**src/bopx_map.svh**
```systemverilog
// constants for the byte-op execute unit: widths, opcodes, reset values
`ifndef BOPX_MAP_SVH
`define BOPX_MAP_SVH
`define BOPX_DATA_W 8
`define BOPX_ADDR_W 7
`define BOPX_PC_W 13
`define BOPX_SP_W 3
`define BOPX_DEPTH 8
`define BOPX_OP_W 4
`define BOPX_OP_NOP 4'h0
`define BOPX_OP_OR 4'h1
`define BOPX_OP_STORE 4'h2
`define BOPX_OP_COPY 4'h3
`define BOPX_OP_ROL 4'h4
`define BOPX_OP_ROR 4'h5
`define BOPX_OP_RETURN_LITERAL_OP 4'h6
`define BOPX_OP_RETURN_INTERRUPT_OP 4'h7
`define BOPX_DEST_ACC 1'h0
`define BOPX_DEST_FILE 1'h1
`define BOPX_ACC_RST 8'h00
`define BOPX_PC_RST 13'h0000
`define BOPX_PC_STEP 13'h0001
`define BOPX_SP_RST 3'h0
`define BOPX_SP_STEP 3'h1
`define BOPX_BYTE_ZERO 8'h00
`define BOPX_MSB 7
`define BOPX_LSB 0
`endif

```
**src/bopx_pkg.sv**
```systemverilog
// types for the byte-op execute unit
package bopx_pkg;
`include "bopx_map.svh"
  typedef enum logic [`BOPX_OP_W-1:0] {
    BOPX_NOP = `BOPX_OP_NOP,
    BOPX_OR = `BOPX_OP_OR,
    BOPX_STORE = `BOPX_OP_STORE,
    BOPX_COPY = `BOPX_OP_COPY,
    BOPX_ROL = `BOPX_OP_ROL,
    BOPX_ROR = `BOPX_OP_ROR,
    BOPX_RETURN_LITERAL_OP = `BOPX_OP_RETURN_LITERAL_OP,
    BOPX_RETURN_INTERRUPT_OP = `BOPX_OP_RETURN_INTERRUPT_OP
  } bopx_op_t;
  typedef enum logic [1:0] {
    BOPX_S_RUN = 2'h0,
    BOPX_S_FLUSH = 2'h1
  } bopx_state_t;
endpackage

```
**src/bopx_stack.sv**
```systemverilog
// eight-level hardware return stack, flip-flop storage, wraps on overflow
`timescale 1ns/1ps
`include "bopx_map.svh"
module bopx_stack
  import bopx_pkg::*;
(
  input wire logic i_clk,
  input wire logic i_rst_n,
  input wire logic i_ce,
  input wire logic i_push,
  input wire logic [`BOPX_PC_W-1:0] i_push_addr,
  input wire logic i_pop,
  output logic [`BOPX_PC_W-1:0] o_head
);
  logic [`BOPX_PC_W-1:0] mem_ff [`BOPX_DEPTH];
  logic [`BOPX_SP_W-1:0] sp_ff;
  wire [`BOPX_SP_W-1:0] head_idx = sp_ff - `BOPX_SP_STEP;

  assign o_head = mem_ff[head_idx];

  // pop wins over a push in the same cycle; the core can issue both, and the push is then dropped
  always_ff @(posedge i_clk) begin
    if (!i_rst_n) begin
      sp_ff <= `BOPX_SP_RST;
    end else if (i_ce && i_pop) begin
      sp_ff <= head_idx;
    end else if (i_ce && i_push) begin
      sp_ff <= sp_ff + `BOPX_SP_STEP;
    end
  end

  // contents need no reset: an empty pop returns stale data, as in silicon
  always_ff @(posedge i_clk) begin
    if (i_ce && i_push && !i_pop) begin
      mem_ff[sp_ff] <= i_push_addr;
    end
  end
endmodule

```
**src/bopx_exec.sv**
```systemverilog
// byte-op execute unit: or, store, copy, rotates, nop, returns
//
// What this block does
// - OR accumulator with register into accumulator or register; sets zero.
// - store copies accumulator to register at 7-bit address, no flags.
// - copy moves register to accumulator (d=0) or back into itself (d=1).
// - copy sets zero from the moved value, testing a register in place.
// - rotate left through carry; old carry to bit 0, bit 7 to carry.
// - rotate right through carry; old carry to bit 7, bit 0 to carry.
// - return-literal loads accumulator with 8-bit literal; flags unchanged.
// - return-literal pops the return stack into the program counter.
// - return-literal and return-interrupt take two instruction cycles, others take one.
`timescale 1ns/1ps
`include "bopx_map.svh"
module bopx_exec
  import bopx_pkg::*;
(
  input wire logic I_CLK,
  input wire logic I_RST_N,
  input wire logic I_CE,
  input wire logic I_OP_VALID,
  input wire logic [`BOPX_OP_W-1:0] I_OP_CODE,
  input wire logic [`BOPX_ADDR_W-1:0] I_FILE_ADDR,
  input wire logic I_DEST_SEL,
  input wire logic [`BOPX_DATA_W-1:0] I_LITERAL,
  input wire logic [`BOPX_DATA_W-1:0] I_FILE_RDATA,
  input wire logic I_PUSH_VALID,
  input wire logic [`BOPX_PC_W-1:0] I_PUSH_ADDR,
  output logic O_BUSY,
  output logic O_DONE,
  output logic [`BOPX_DATA_W-1:0] O_ACC,
  output logic O_ZERO,
  output logic O_CARRY,
  output logic O_GLOBAL_IRQ_ALLOW,
  output logic [`BOPX_PC_W-1:0] O_PC,
  output logic O_FILE_WE,
  output logic [`BOPX_ADDR_W-1:0] O_FILE_WADDR,
  output logic [`BOPX_DATA_W-1:0] O_FILE_WDATA
);
  // ---------------------------------------------------------------
  // helpers
  // ---------------------------------------------------------------
  function automatic logic is_zero(input logic [`BOPX_DATA_W-1:0] v);
    is_zero = (v == `BOPX_BYTE_ZERO);
  endfunction

  // returns {new carry, rotated byte}
  function automatic logic [`BOPX_DATA_W:0] rotate(
    input logic [`BOPX_DATA_W-1:0] v,
    input logic c,
    input logic left
  );
    if (left) begin
      rotate = {v[`BOPX_MSB], v[`BOPX_MSB-1:`BOPX_LSB], c};
    end else begin
      rotate = {v[`BOPX_LSB], c, v[`BOPX_MSB:`BOPX_LSB+1]};
    end
  endfunction

  // ---------------------------------------------------------------
  // state
  // ---------------------------------------------------------------
  bopx_state_t state_ff;
  bopx_state_t nxt_state;
  logic [`BOPX_DATA_W-1:0] acc_ff;
  logic zero_ff;
  logic carry_ff;
  logic gie_ff;
  logic [`BOPX_PC_W-1:0] pc_ff;
  logic busy_ff;
  logic done_ff;
  logic we_ff;
  logic [`BOPX_ADDR_W-1:0] waddr_ff;
  logic [`BOPX_DATA_W-1:0] wdata_ff;
  logic [`BOPX_PC_W-1:0] stack_head;

  // ---------------------------------------------------------------
  // decode
  // ---------------------------------------------------------------
  wire bopx_op_t op = bopx_op_t'(I_OP_CODE);
  wire op_known = (I_OP_CODE <= `BOPX_OP_RETURN_INTERRUPT_OP);
  // requests are refused while a two-cycle return drains
  wire take = I_CE && I_OP_VALID && op_known && (state_ff == BOPX_S_RUN);
  wire is_rot = (op == BOPX_ROL) || (op == BOPX_ROR);
  wire is_ret = (op == BOPX_RETURN_LITERAL_OP) || (op == BOPX_RETURN_INTERRUPT_OP);
  wire has_dest = (op == BOPX_OR) || (op == BOPX_COPY) || is_rot;
  wire to_file = has_dest && (I_DEST_SEL == `BOPX_DEST_FILE);

  // ---------------------------------------------------------------
  // datapath
  // ---------------------------------------------------------------
  wire [`BOPX_DATA_W-1:0] or_res = acc_ff | I_FILE_RDATA;
  wire [`BOPX_DATA_W:0] rot_res =
    rotate(I_FILE_RDATA, carry_ff, op == BOPX_ROL);
  wire [`BOPX_DATA_W-1:0] alu_res =
    (op == BOPX_OR) ? or_res :
    is_rot ? rot_res[`BOPX_DATA_W-1:0] :
    I_FILE_RDATA;

  wire wr_file = take && ((op == BOPX_STORE) || to_file);
  wire wr_acc = take && ((has_dest && !to_file) || (op == BOPX_RETURN_LITERAL_OP));
  wire [`BOPX_DATA_W-1:0] nxt_acc =
    (op == BOPX_RETURN_LITERAL_OP) ? I_LITERAL : alu_res;
  wire [`BOPX_DATA_W-1:0] nxt_wdata =
    (op == BOPX_STORE) ? acc_ff : alu_res;
  // store, return_literal_op, return_interrupt_op and nop leave both flags alone
  wire upd_zero = take && ((op == BOPX_OR) || (op == BOPX_COPY));
  wire upd_carry = take && is_rot;
  wire nxt_zero = is_zero(alu_res);
  wire nxt_carry = rot_res[`BOPX_DATA_W];
  wire [`BOPX_PC_W-1:0] nxt_pc =
    is_ret ? stack_head : pc_ff + `BOPX_PC_STEP;
  assign nxt_state = (take && is_ret) ? BOPX_S_FLUSH : BOPX_S_RUN;

  // ---------------------------------------------------------------
  // return stack
  // ---------------------------------------------------------------
  bopx_stack u_stack (
    .i_clk(I_CLK),
    .i_rst_n(I_RST_N),
    .i_ce(I_CE),
    .i_push(I_PUSH_VALID),
    .i_push_addr(I_PUSH_ADDR),
    .i_pop(take && is_ret),
    .o_head(stack_head)
  );

  // ---------------------------------------------------------------
  // registers
  // ---------------------------------------------------------------
  always_ff @(posedge I_CLK) begin
    if (!I_RST_N) begin
      state_ff <= BOPX_S_RUN;
      busy_ff <= 1'b0;
      done_ff <= 1'b0;
    end else if (I_CE) begin
      state_ff <= nxt_state;
      busy_ff <= (nxt_state == BOPX_S_FLUSH);
      // done marks the last cycle of every instruction
      done_ff <= (take && !is_ret) || (state_ff == BOPX_S_FLUSH);
    end
  end

  always_ff @(posedge I_CLK) begin
    if (!I_RST_N) begin
      acc_ff <= `BOPX_ACC_RST;
      pc_ff <= `BOPX_PC_RST;
    end else if (I_CE) begin
      if (wr_acc) begin
        acc_ff <= nxt_acc;
      end
      if (take) begin
        pc_ff <= nxt_pc;
      end
    end
  end

  always_ff @(posedge I_CLK) begin
    if (!I_RST_N) begin
      zero_ff <= 1'b0;
      carry_ff <= 1'b0;
      gie_ff <= 1'b0;
    end else if (I_CE) begin
      if (upd_zero) begin
        zero_ff <= nxt_zero;
      end
      if (upd_carry) begin
        carry_ff <= nxt_carry;
      end
      if (take && (op == BOPX_RETURN_INTERRUPT_OP)) begin
        gie_ff <= 1'b1;
      end
    end
  end

  // write port is a one-cycle strobe; frozen only while clock enable is low
  always_ff @(posedge I_CLK) begin
    if (!I_RST_N) begin
      we_ff <= 1'b0;
      waddr_ff <= {`BOPX_ADDR_W{1'b0}};
      wdata_ff <= `BOPX_BYTE_ZERO;
    end else if (I_CE) begin
      we_ff <= wr_file;
      if (wr_file) begin
        waddr_ff <= I_FILE_ADDR;
        wdata_ff <= nxt_wdata;
      end
    end
  end

  assign O_BUSY = busy_ff;
  assign O_DONE = done_ff;
  assign O_ACC = acc_ff;
  assign O_ZERO = zero_ff;
  assign O_CARRY = carry_ff;
  assign O_GLOBAL_IRQ_ALLOW = gie_ff;
  assign O_PC = pc_ff;
  assign O_FILE_WE = we_ff;
  assign O_FILE_WADDR = waddr_ff;
  assign O_FILE_WDATA = wdata_ff;

  // ---------------------------------------------------------------
  // checks
  // ---------------------------------------------------------------
  chk_or_result: assert property (
    @(posedge I_CLK) disable iff (!I_RST_N)
    take && op == BOPX_OR |=>
      O_ZERO == ($past(acc_ff | I_FILE_RDATA) == `BOPX_BYTE_ZERO)
      && (O_FILE_WE ? O_FILE_WDATA : O_ACC)
        == ($past(acc_ff) | $past(I_FILE_RDATA)))
    else $error("or result or zero flag wrong");
  chk_store_copy: assert property (
    @(posedge I_CLK) disable iff (!I_RST_N)
    take && op == BOPX_STORE |=> O_FILE_WE && O_FILE_WDATA == $past(O_ACC)
      && O_FILE_WADDR == $past(I_FILE_ADDR) && $stable(O_ZERO)
      && $stable(O_CARRY))
    else $error("store wrote wrong data or touched flags");
  chk_copy_dest: assert property (
    @(posedge I_CLK) disable iff (!I_RST_N)
    take && op == BOPX_COPY && !I_DEST_SEL |=>
      O_ACC == $past(I_FILE_RDATA) && !O_FILE_WE)
    else $error("copy to accumulator wrong");
  chk_copy_zero: assert property (
    @(posedge I_CLK) disable iff (!I_RST_N)
    take && op == BOPX_COPY |=>
      O_ZERO == ($past(I_FILE_RDATA) == `BOPX_BYTE_ZERO))
    else $error("copy zero flag wrong");
  chk_rol_carry: assert property (
    @(posedge I_CLK) disable iff (!I_RST_N)
    take && op == BOPX_ROL |=> O_CARRY == $past(I_FILE_RDATA[`BOPX_MSB])
      && (O_FILE_WE ? O_FILE_WDATA : O_ACC)
        == {$past(I_FILE_RDATA[`BOPX_MSB-1:`BOPX_LSB]), $past(O_CARRY)})
    else $error("rotate left wrong");
  chk_ror_carry: assert property (
    @(posedge I_CLK) disable iff (!I_RST_N)
    take && op == BOPX_ROR |=> O_CARRY == $past(I_FILE_RDATA[`BOPX_LSB])
      && (O_FILE_WE ? O_FILE_WDATA : O_ACC)
        == {$past(O_CARRY), $past(I_FILE_RDATA[`BOPX_MSB:`BOPX_LSB+1])})
    else $error("rotate right wrong");
  chk_return_literal_op_load: assert property (
    @(posedge I_CLK) disable iff (!I_RST_N)
    take && op == BOPX_RETURN_LITERAL_OP |=> O_ACC == $past(I_LITERAL)
      && $stable(O_ZERO) && $stable(O_CARRY) && !O_FILE_WE)
    else $error("return literal load wrong");
  chk_ret_pc: assert property (
    @(posedge I_CLK) disable iff (!I_RST_N)
    take && is_ret |=> O_PC == $past(stack_head))
    else $error("return did not load stack head");
  chk_return_literal_op_cycles: assert property (
    @(posedge I_CLK) disable iff (!I_RST_N)
    take && is_ret |=> O_BUSY && !O_DONE
      ##1 (!$past(I_CE) || (!O_BUSY && O_DONE)))
    else $error("return did not take two cycles");
  chk_return_interrupt_op_gie: assert property (
    @(posedge I_CLK) disable iff (!I_RST_N)
    take && op == BOPX_RETURN_INTERRUPT_OP |=> O_GLOBAL_IRQ_ALLOW && $stable(O_ZERO)
      && $stable(O_CARRY) && $stable(O_ACC))
    else $error("return from interrupt wrong");
  chk_nop_quiet: assert property (
    @(posedge I_CLK) disable iff (!I_RST_N)
    take && op == BOPX_NOP |=> !O_FILE_WE && $stable(O_ACC)
      && $stable(O_ZERO) && $stable(O_CARRY) && O_DONE
      && O_PC == $past(O_PC) + `BOPX_PC_STEP)
    else $error("nop changed state");
endmodule

```
**config.mk**
```make
export PLATFORM = sky130hd
export DESIGN_NAME = bopx_exec
export DESIGN_NICKNAME = d
export VERILOG_FILES = /design/src/bopx_pkg.sv /design/src/bopx_stack.sv /design/src/bopx_exec.sv
export VERILOG_INCLUDE_DIRS = /design/src
export SDC_FILE = /design/constraint.sdc
export NUM_CORES = 1
export LEC_CHECK = 0
export ABC_AREA = 1
export BUFFER_PORTS_ARGS = -buffer_cell sky130_fd_sc_hd__buf_2
export CAP_MARGIN = 20
export CORE_UTILIZATION = 40
export DETAILED_ROUTE_END_ITERATION = 16
export GPL_ROUTABILITY_DRIVEN = 0
export PLACE_DENSITY = 0.71
export REMOVE_ABC_BUFFERS = 1
export SYNTH_ARGS = -nofsm -noshare
export SYNTH_HDL_FRONTEND = slang
export SYNTH_SLANG_ARGS = --single-unit
export TNS_END_PERCENT = 50
```
**constraint.sdc**
```tcl
create_clock -name I_CLK -period 2.1 [get_ports I_CLK]
set_input_delay 0.42 -clock I_CLK [delete_from_list [all_inputs] [get_ports I_CLK]]
set_output_delay 0.42 -clock I_CLK [all_outputs]
set_load 0.02 [all_outputs]
```
==> impl_summary.log, run 1 <==
[metrics] Fin. Hold Viols: 0
[metrics] largest net degree at the start of global routing: 57
[metrics] gr ovfl total: 0
[metrics] clock-pin slew reported for the worst setup and hold paths after clock tree synthesis: 0.07 ns
[metrics] floorplan row count: between 40 and 50
[metrics] EDFF count, synth: between 100 and 150
[metrics] register bit total from synthesis: ~150
[metrics] Data required, critical path: 2.46 ns
[metrics] library cell occupying the most area in the post-synthesis netlist: edfxtp_1
[metrics] clk_lat worst skew: 0.43 ns
[metrics] number of synthesis warnings: 0
[metrics] launching instance or port of the critical path: u_stack.sp_ff[1]
[metrics] Routed wire per std cell: 15.4 µm
[metrics] buffer levels on the longest clock path: 2
[metrics] Static Leakage: 3.21 nW
[metrics] Critical R2R Capture: O_PC[6]
[metrics] fmax: between 500 and 600 MHz
[metrics] Power Total: slightly above 7 mW
[metrics] crit share post-route: about 93%
[metrics] mean number of vias per cell: 5.19
[metrics] H-tree depth reported by CTS: 4
[metrics] synthesis-to-finish area growth: 20.8%
[metrics] setup repair after global routing missed its margin: yes
[metrics] Final Critical Period: around 1.9 ns
[metrics] Net count, final: 847
[metrics] endpoint kind of the worst setup timing path: register
[metrics] proportion of netlist area held by the largest area contributor: 47.0%
[metrics] measured slew at the worst slew-check pin: 0.559 ns
[metrics] average instance area after synthesis: 9.51 µm²
[metrics] FFs w/ async S/R, synth: 0%
[metrics] Pwr per Cell Area: 892 nW/µm²
[metrics] Filler cells: 1458
[metrics] mapped cell area: ~6600 µm²
[metrics] library cells used by synthesis: 39
[metrics] slack of the worst reg-to-reg path: 0.15 ns
[metrics] CTS tree: built
[metrics] residual DRC count: 0
[metrics] Slew Limit Headroom: 62.5%
[metrics] primary flip-flop cell chosen by synthesis mapping: edfxtp_1
[metrics] Final Slew Violations: 0
[metrics] total clock buffers created by CTS: 17
[metrics] total wire length: 15800 µm
[metrics] VDD IR-drop max: 0.000697 V
[metrics] crit path setup slack, layout: 0.154 ns
[metrics] clock tree sinks: 149
[metrics] Max Fanout on Critical Path: 18
[metrics] area of the die: approximately 17000 µm²
[metrics] max-cap viol count: 0
[metrics] Die Y-Extent: 131 µm
[metrics] first-pass GRT wire length: about 25000 µm
[metrics] overall via count from detail_route: 5331
[metrics] cells after synthesis: 699
[metrics] Clock Tree Root: clkbuf_16
[metrics] number of antenna violations at the first check in global routing: 1
[metrics] critical path arrival: 2.30 ns
[metrics] HPWL after DPL: 10900 µm
[metrics] Initial Utilization: 41.4%
[metrics] largest clock skew in the final design: about 0.010 ns
[metrics] final setup vio count: 0
[metrics] Startpoint Class: register
[metrics] detailed-routing iteration count for the pre-antenna-repair pass: 5
[metrics] Top Ports: 88
[metrics] type of the worst setup path: register to register
[metrics] global routing usage summed across all routing layers: 19.6%
[metrics] register area share after synthesis: 60.6%
[metrics] Critical path destination: O_PC[6]
[metrics] antenna-violating nets left: 0
[metrics] Placement Setup Slack: 0.208 ns
[metrics] number of buffer cells added on primary ports: 87
[metrics] type of the tightest min-delay check: input port to register
[metrics] 1st-iter DRT viols: ~350
[metrics] status: finished clean
[metrics] number of global-route vias before repair: 5067
[metrics] die boundary width: around 130 µm
[metrics] Worst Reg2Reg Path Length in Cells: 7
[metrics] launch point of the worst reg-to-reg path: u_stack.sp_ff[1]
[metrics] Core ar.: 16100 µm²
[metrics] ratio of cells with drive above 1 in the final layout: 21.5%
[metrics] dominant cells by area after synthesis: edfxtp_1 (47%), dfxtp_1 (14%), nor2_1 (6.5%), o21ai_0 (6.0%), nand2_1 (5.9%)
worst max-delay path, cell delays in order, from the launching register on:
cell and delay [ns]:
dfxtp_1 0.39, inv_1 0.11, ha_1 0.39, buf_4 0.24, o21ai_0 0.10, o21ai_0 0.36
o211ai_1 0.15, a31oi_1 0.13
kinds of logic after synthesis:
logic type	count (synthesis)	share of synthesized area, %
compound gates	189	16.1
xor+xnor	2	0.264
buf+inv	91	5.87
fa+ha+maj	3	0.565
flops	149	60.6
simple gates	265	16.7
power by group:
part	switching, mW	internal, mW	leakage [nW]
combinational	0.455	0.219	1.60
clock	1.34	1.93	0.307
sequential	0.0306	3.19	1.30
layer usage:
layer  share of wire [%]  wire length [µm]  vias to the layer above  global-route usage, %
met2                  46              7350                      191                   31.5
met4                 1.9               297                        0                   8.65
met3                 7.3              1160                       24                   4.80
li1                    -                 -                     2629                      -
met5                   0                 0                        -                      0
met1                  44              7020                     2487                   25.3
per-stage QoR:
step | instances | instance area, µm² | hold slack, ns | utilization (%) | setup TNS [ns]
2_1_floorplan | 668 | 6480 | 0.518 | - | -50.97
3_3_place_gp | 994 | 7370 | 0.452 | 45.9 | 0
3_5_place_dp | 994 | 7370 | 0.454 | 45.9 | 0
4_1_cts | 1026 | 8010 | 0.242 | 49.9 | 0
5_1_grt | 1028 | 8030 | 0.259 | 50.0 | -0.0182
6_report | 1028 | 8030 | 0.253 | 50.0 | 0
placed cells by master, fill, tap and decap left out, drive strengths merged, types with 3 or more instances in the layout:
cell / Yosys / routed
nand2: 110 / 110
nor2: 121 / 121
clkinvlp: 0 / 3
edfxtp: 104 / 104
buf: 16 / 111
ha: 3 / 3
o21ai: 94 / 94
a21oi: 45 / 45
nand3: 29 / 29
clkbuf: 15 / 17
a31oi: 6 / 6
clkinv: 3 / 5
o22ai: 11 / 11
inv: 57 / 64
o211ai: 29 / 29
bufinv: 0 / 3
dfxtp: 45 / 45
sequential cells by signal (all words and copies together), names as in the netlist, 3 cells and up:
signal          cells
O_ACC               8
u_stack.sp_ff       3
O_PC               13
O_FILE_WADDR        7
O_FILE_WDATA        8
u_stack.mem_ff    104
worst min path at each step:
stage / endpoint / depth (start not counted) / start / slack, ns
finish: O_FILE_WADDR[6] / 3 / I_FILE_ADDR[6] / 0.25
global route: O_FILE_WADDR[4] / 3 / I_FILE_ADDR[4] / 0.26
CTS: O_FILE_WADDR[6] / 3 / I_FILE_ADDR[6] / 0.24
detailed placement: O_FILE_WE / 2 / O_FILE_WE / 0.45
global placement: O_FILE_WDATA[0] / 2 / O_FILE_WDATA[0] / 0.45
floorplan: O_PC[1] / 2 / I_RST_N / 0.52
cell type report:
cell class / instances / area [µm²] / share of cell area, %
flip-flops and latches: 149 / 4020 / 50.1
multi-input cells: 459 / 2240 / 28.0
repair buffers: 111 / 616 / 7.67
clock buffers: 17 / 425 / 5.30
well taps: 216 / 270 / 3.37
inverters: 60 / 233 / 2.90
clock inverters: 15 / 213 / 2.65
diodes: 1 / 2.50 / 0.0312
cell usage after synthesis (3+ instances only):
cell type	instances
o211ai_1	29
clkbuf_1	15
a31oi_1	6
a21oi_2	3
a21oi_1	42
nor2_4	4
dfxtp_1	45
nor2_1	115
inv_1	48
buf_2	9
nand3_1	28
nand2_1	104
edfxtp_1	104
o22ai_1	11
inv_2	8
ha_1	3
o21ai_0	80
nand2_2	5
buf_4	4
o21ai_1	13
what timing repair did:
action / CTS / global route
setup endpoints to repair: 0 / 1
hold buffers: 0 / 0
buffers inserted: 0 / 1
gates resized for setup: 0 / 2
hold endpoints to repair: 0 / 0
(Power assumes the default switching activity.)
==> run 2: changes to the inputs <==
- MAX_ROUTING_LAYER: not set -> met4
- PLACE_DENSITY: 0.71 -> not set
- PLACE_DENSITY_LB_ADDON: not set -> 0.12
==> impl_summary.log, run 2 (synthesis results as in run 1) <==
[metrics] status: finished clean
[metrics] cell type group with the largest total delay on the critical path: compound AO/OA/AOI/OAI gates
[metrics] critical path arrival: 2.20 ns
[metrics] flip-flop count of the largest register after layout: 104
[metrics] Die Y-Extent: 131 µm
[metrics] crit path buf inv count: 3
[metrics] total wire length: 18400 µm
[metrics] number of buffer cells added on primary ports: 87
[metrics] Critical Path Slowest Stage Cell: ha_1
[metrics] Static Leakage: 3.17 nW
[metrics] P_sw: 1.69 mW
[metrics] number of logic stages on the critical path including buffering: 10
[metrics] Startpoint Class: register
[metrics] placed cell count: 995
[metrics] total negative slack for setup checks: 0 ns
[metrics] flip-flop and latch area: 4020 µm²
[metrics] area of the multi-input gates: 2240 µm²
[metrics] 1st-iter DRT viols: 515
[metrics] mean number of vias per cell: 5.31
[metrics] total setup buffers inserted after CTS: 0
[metrics] Final Slew Violations: 0
[metrics] Power Total: 6.84 mW
[metrics] Initial Utilization: between 40% and 50%
[metrics] number of antenna violations at the first check in global routing: 0
[metrics] type of the tightest min-delay check: input port to register
[metrics] Cell Area, Placed: around 7400 µm²
[metrics] clock-pin slew reported for the worst setup and hold paths after clock tree synthesis: 0.06 ns
[metrics] Pwr per Cell Area: 859 nW/µm²
[metrics] number of global-route vias before repair: slightly above 5k
[metrics] detailed-routing iteration count for the pre-antenna-repair pass: 5
[metrics] buffer levels on the longest clock path: 2
[metrics] Net count, final: 847
[metrics] worst path cell trace: inv_1, ha_1, buf_12, nor2_1, o21ai_0, o211ai_1, nand3_1, nand3_1, o211ai_1, inv_1
[metrics] largest clock skew in the final design: 0.00813 ns
[metrics] global routing usage summed across all routing layers: 23.2%
[metrics] clock tree sinks: 149
[metrics] floorplan row count: 46
[metrics] overall via count from detail_route: 5447
[metrics] first-pass GRT wire length: 27800 µm
[metrics] ratio of cells with drive above 1 in the final layout: 20.6%
[metrics] Final Critical Period: 1.89 ns
[metrics] max-cap viol count: 0
[metrics] area of the die: 17100 µm²
[metrics] VDD IR-drop max: 0.000560 V
[metrics] CTS tree: built
[metrics] Core ar.: 16100 µm²
[metrics] instance count along the most critical hold path: 3
[metrics] die boundary width: ~130 µm
[metrics] synthesis-to-finish area growth: 19.8%
[metrics] internal power contribution: 5.15 mW
[metrics] antenna-violating nets left: 0
[metrics] largest net degree at the start of global routing: 57
[metrics] Top Ports: 88
[metrics] clk_lat worst skew: 0.42 ns
[metrics] commonest cells after routing, fill and taps aside: nor2_1 (115), nand2_1 (104), edfxtp_1 (104)
[metrics] final cell count without fillers: 1025
[metrics] Routed wire per std cell: 18.0 µm
[metrics] gr ovfl total: 0
[metrics] Filler cells: 1516
[metrics] Fin. Hold Viols: 0
[metrics] fraction of power consumed by sequential logic: between 40% and 50%
[metrics] cts-stage hold buffer count: 0
[metrics] crit share post-route: 89.9%
[metrics] final setup vio count: 0
[metrics] fmax: roughly 530 MHz
[metrics] total clock buffers created by CTS: 17
[metrics] Worst Reg2Reg Path Length in Cells: 10
[metrics] Data required, critical path: approximately 2.4 ns
[metrics] setup repair after global routing missed its margin: no
[metrics] measured slew at the worst slew-check pin: 0.516 ns
[metrics] Max Fanout on Critical Path: 28
[metrics] residual DRC count: 0
[metrics] net switching share of the total power: 24.7%
[metrics] delay contributed by the slowest stage of the critical path: 0.36 ns
[metrics] endpoint kind of the worst setup timing path: register
[metrics] Clock Tree Root: clkbuf_16
[metrics] proportion of power drawn by combinational gates: 10.5%
[metrics] Slew Limit Headroom: approximately two thirds
[metrics] HPWL after DPL: 13100 µm
[metrics] leading cell type in the layout, fill and taps excluded: nor2_1
[metrics] portion of total power attributed to the clock network: roughly 43%
[metrics] total non-filler cell area in the finished layout: around 8000 µm²
[metrics] number of antenna cells inserted: 0
[metrics] largest reg by FF count: u_stack.mem_ff
[metrics] type of the worst setup path: register to register
[metrics] # resized after CTS: 0
[metrics] H-tree depth reported by CTS: 4
[run 2: worst paths after layout]
| kind | start | endpoint | slack [ns] |
|---|---|---|---|
| setup / recovery | u_stack.sp_ff[1] | O_PC[8] | 0.21 |
| hold / removal | I_FILE_ADDR[3] | O_FILE_WADDR[3] | 0.27 |
| setup reg to reg | u_stack.sp_ff[1] | O_PC[8] | 0.21 |
| hold reg to reg | O_FILE_WDATA[0] | O_FILE_WDATA[0] | 0.46 |
[run 2: power by group through the flow]
stage / registers [mW] / logic [mW] / clock network, mW
6_report: 3.22 / 0.716 / 2.90
5_1_grt: 3.22 / 0.786 / 3.07
4_1_cts: 3.22 / 0.715 / 2.95
3_5_place_dp: 3.28 / 0.712 / 0
3_3_place_gp: 3.28 / 0.709 / 0
2_1_floorplan: 3.32 / 0.340 / 0
[run 2: final cells by class]
cell class | count | share of cell area [%]
Timing Repair Buffer | 111 | 8.04
Clock inverter | 12 | 1.67
Sequential cell | 149 | 50.5
Inverter | 60 | 2.88
Multi-Input combinational cell | 459 | 28.1
Tap cell | 216 | 3.39
Clock buffer | 18 | 5.39
[run 2: metrics by stage]
step                      setup slack (ns)  utilization, %  hold slack, ns
after floorplan                      -1.42               -           0.518
after detailed placement             0.157            46.1           0.453
final                                0.212            49.6           0.269
after CTS                            0.199            49.6           0.252
after global routing                0.0430            49.6           0.275
after global placement               0.166            46.1           0.453
[run 2: per-layer routing]
metal	track usage [%]	part of all wire [%]
met3	5.99	8.0
met2	37.6	48
met1	28.3	42
met4	7.37	1.4
met5	-	0
[run 2: tightest hold or removal path: stages]
cell and delay (ns):
buf_2 0.08, o21ai_0 0.07, nor2_1 0.08
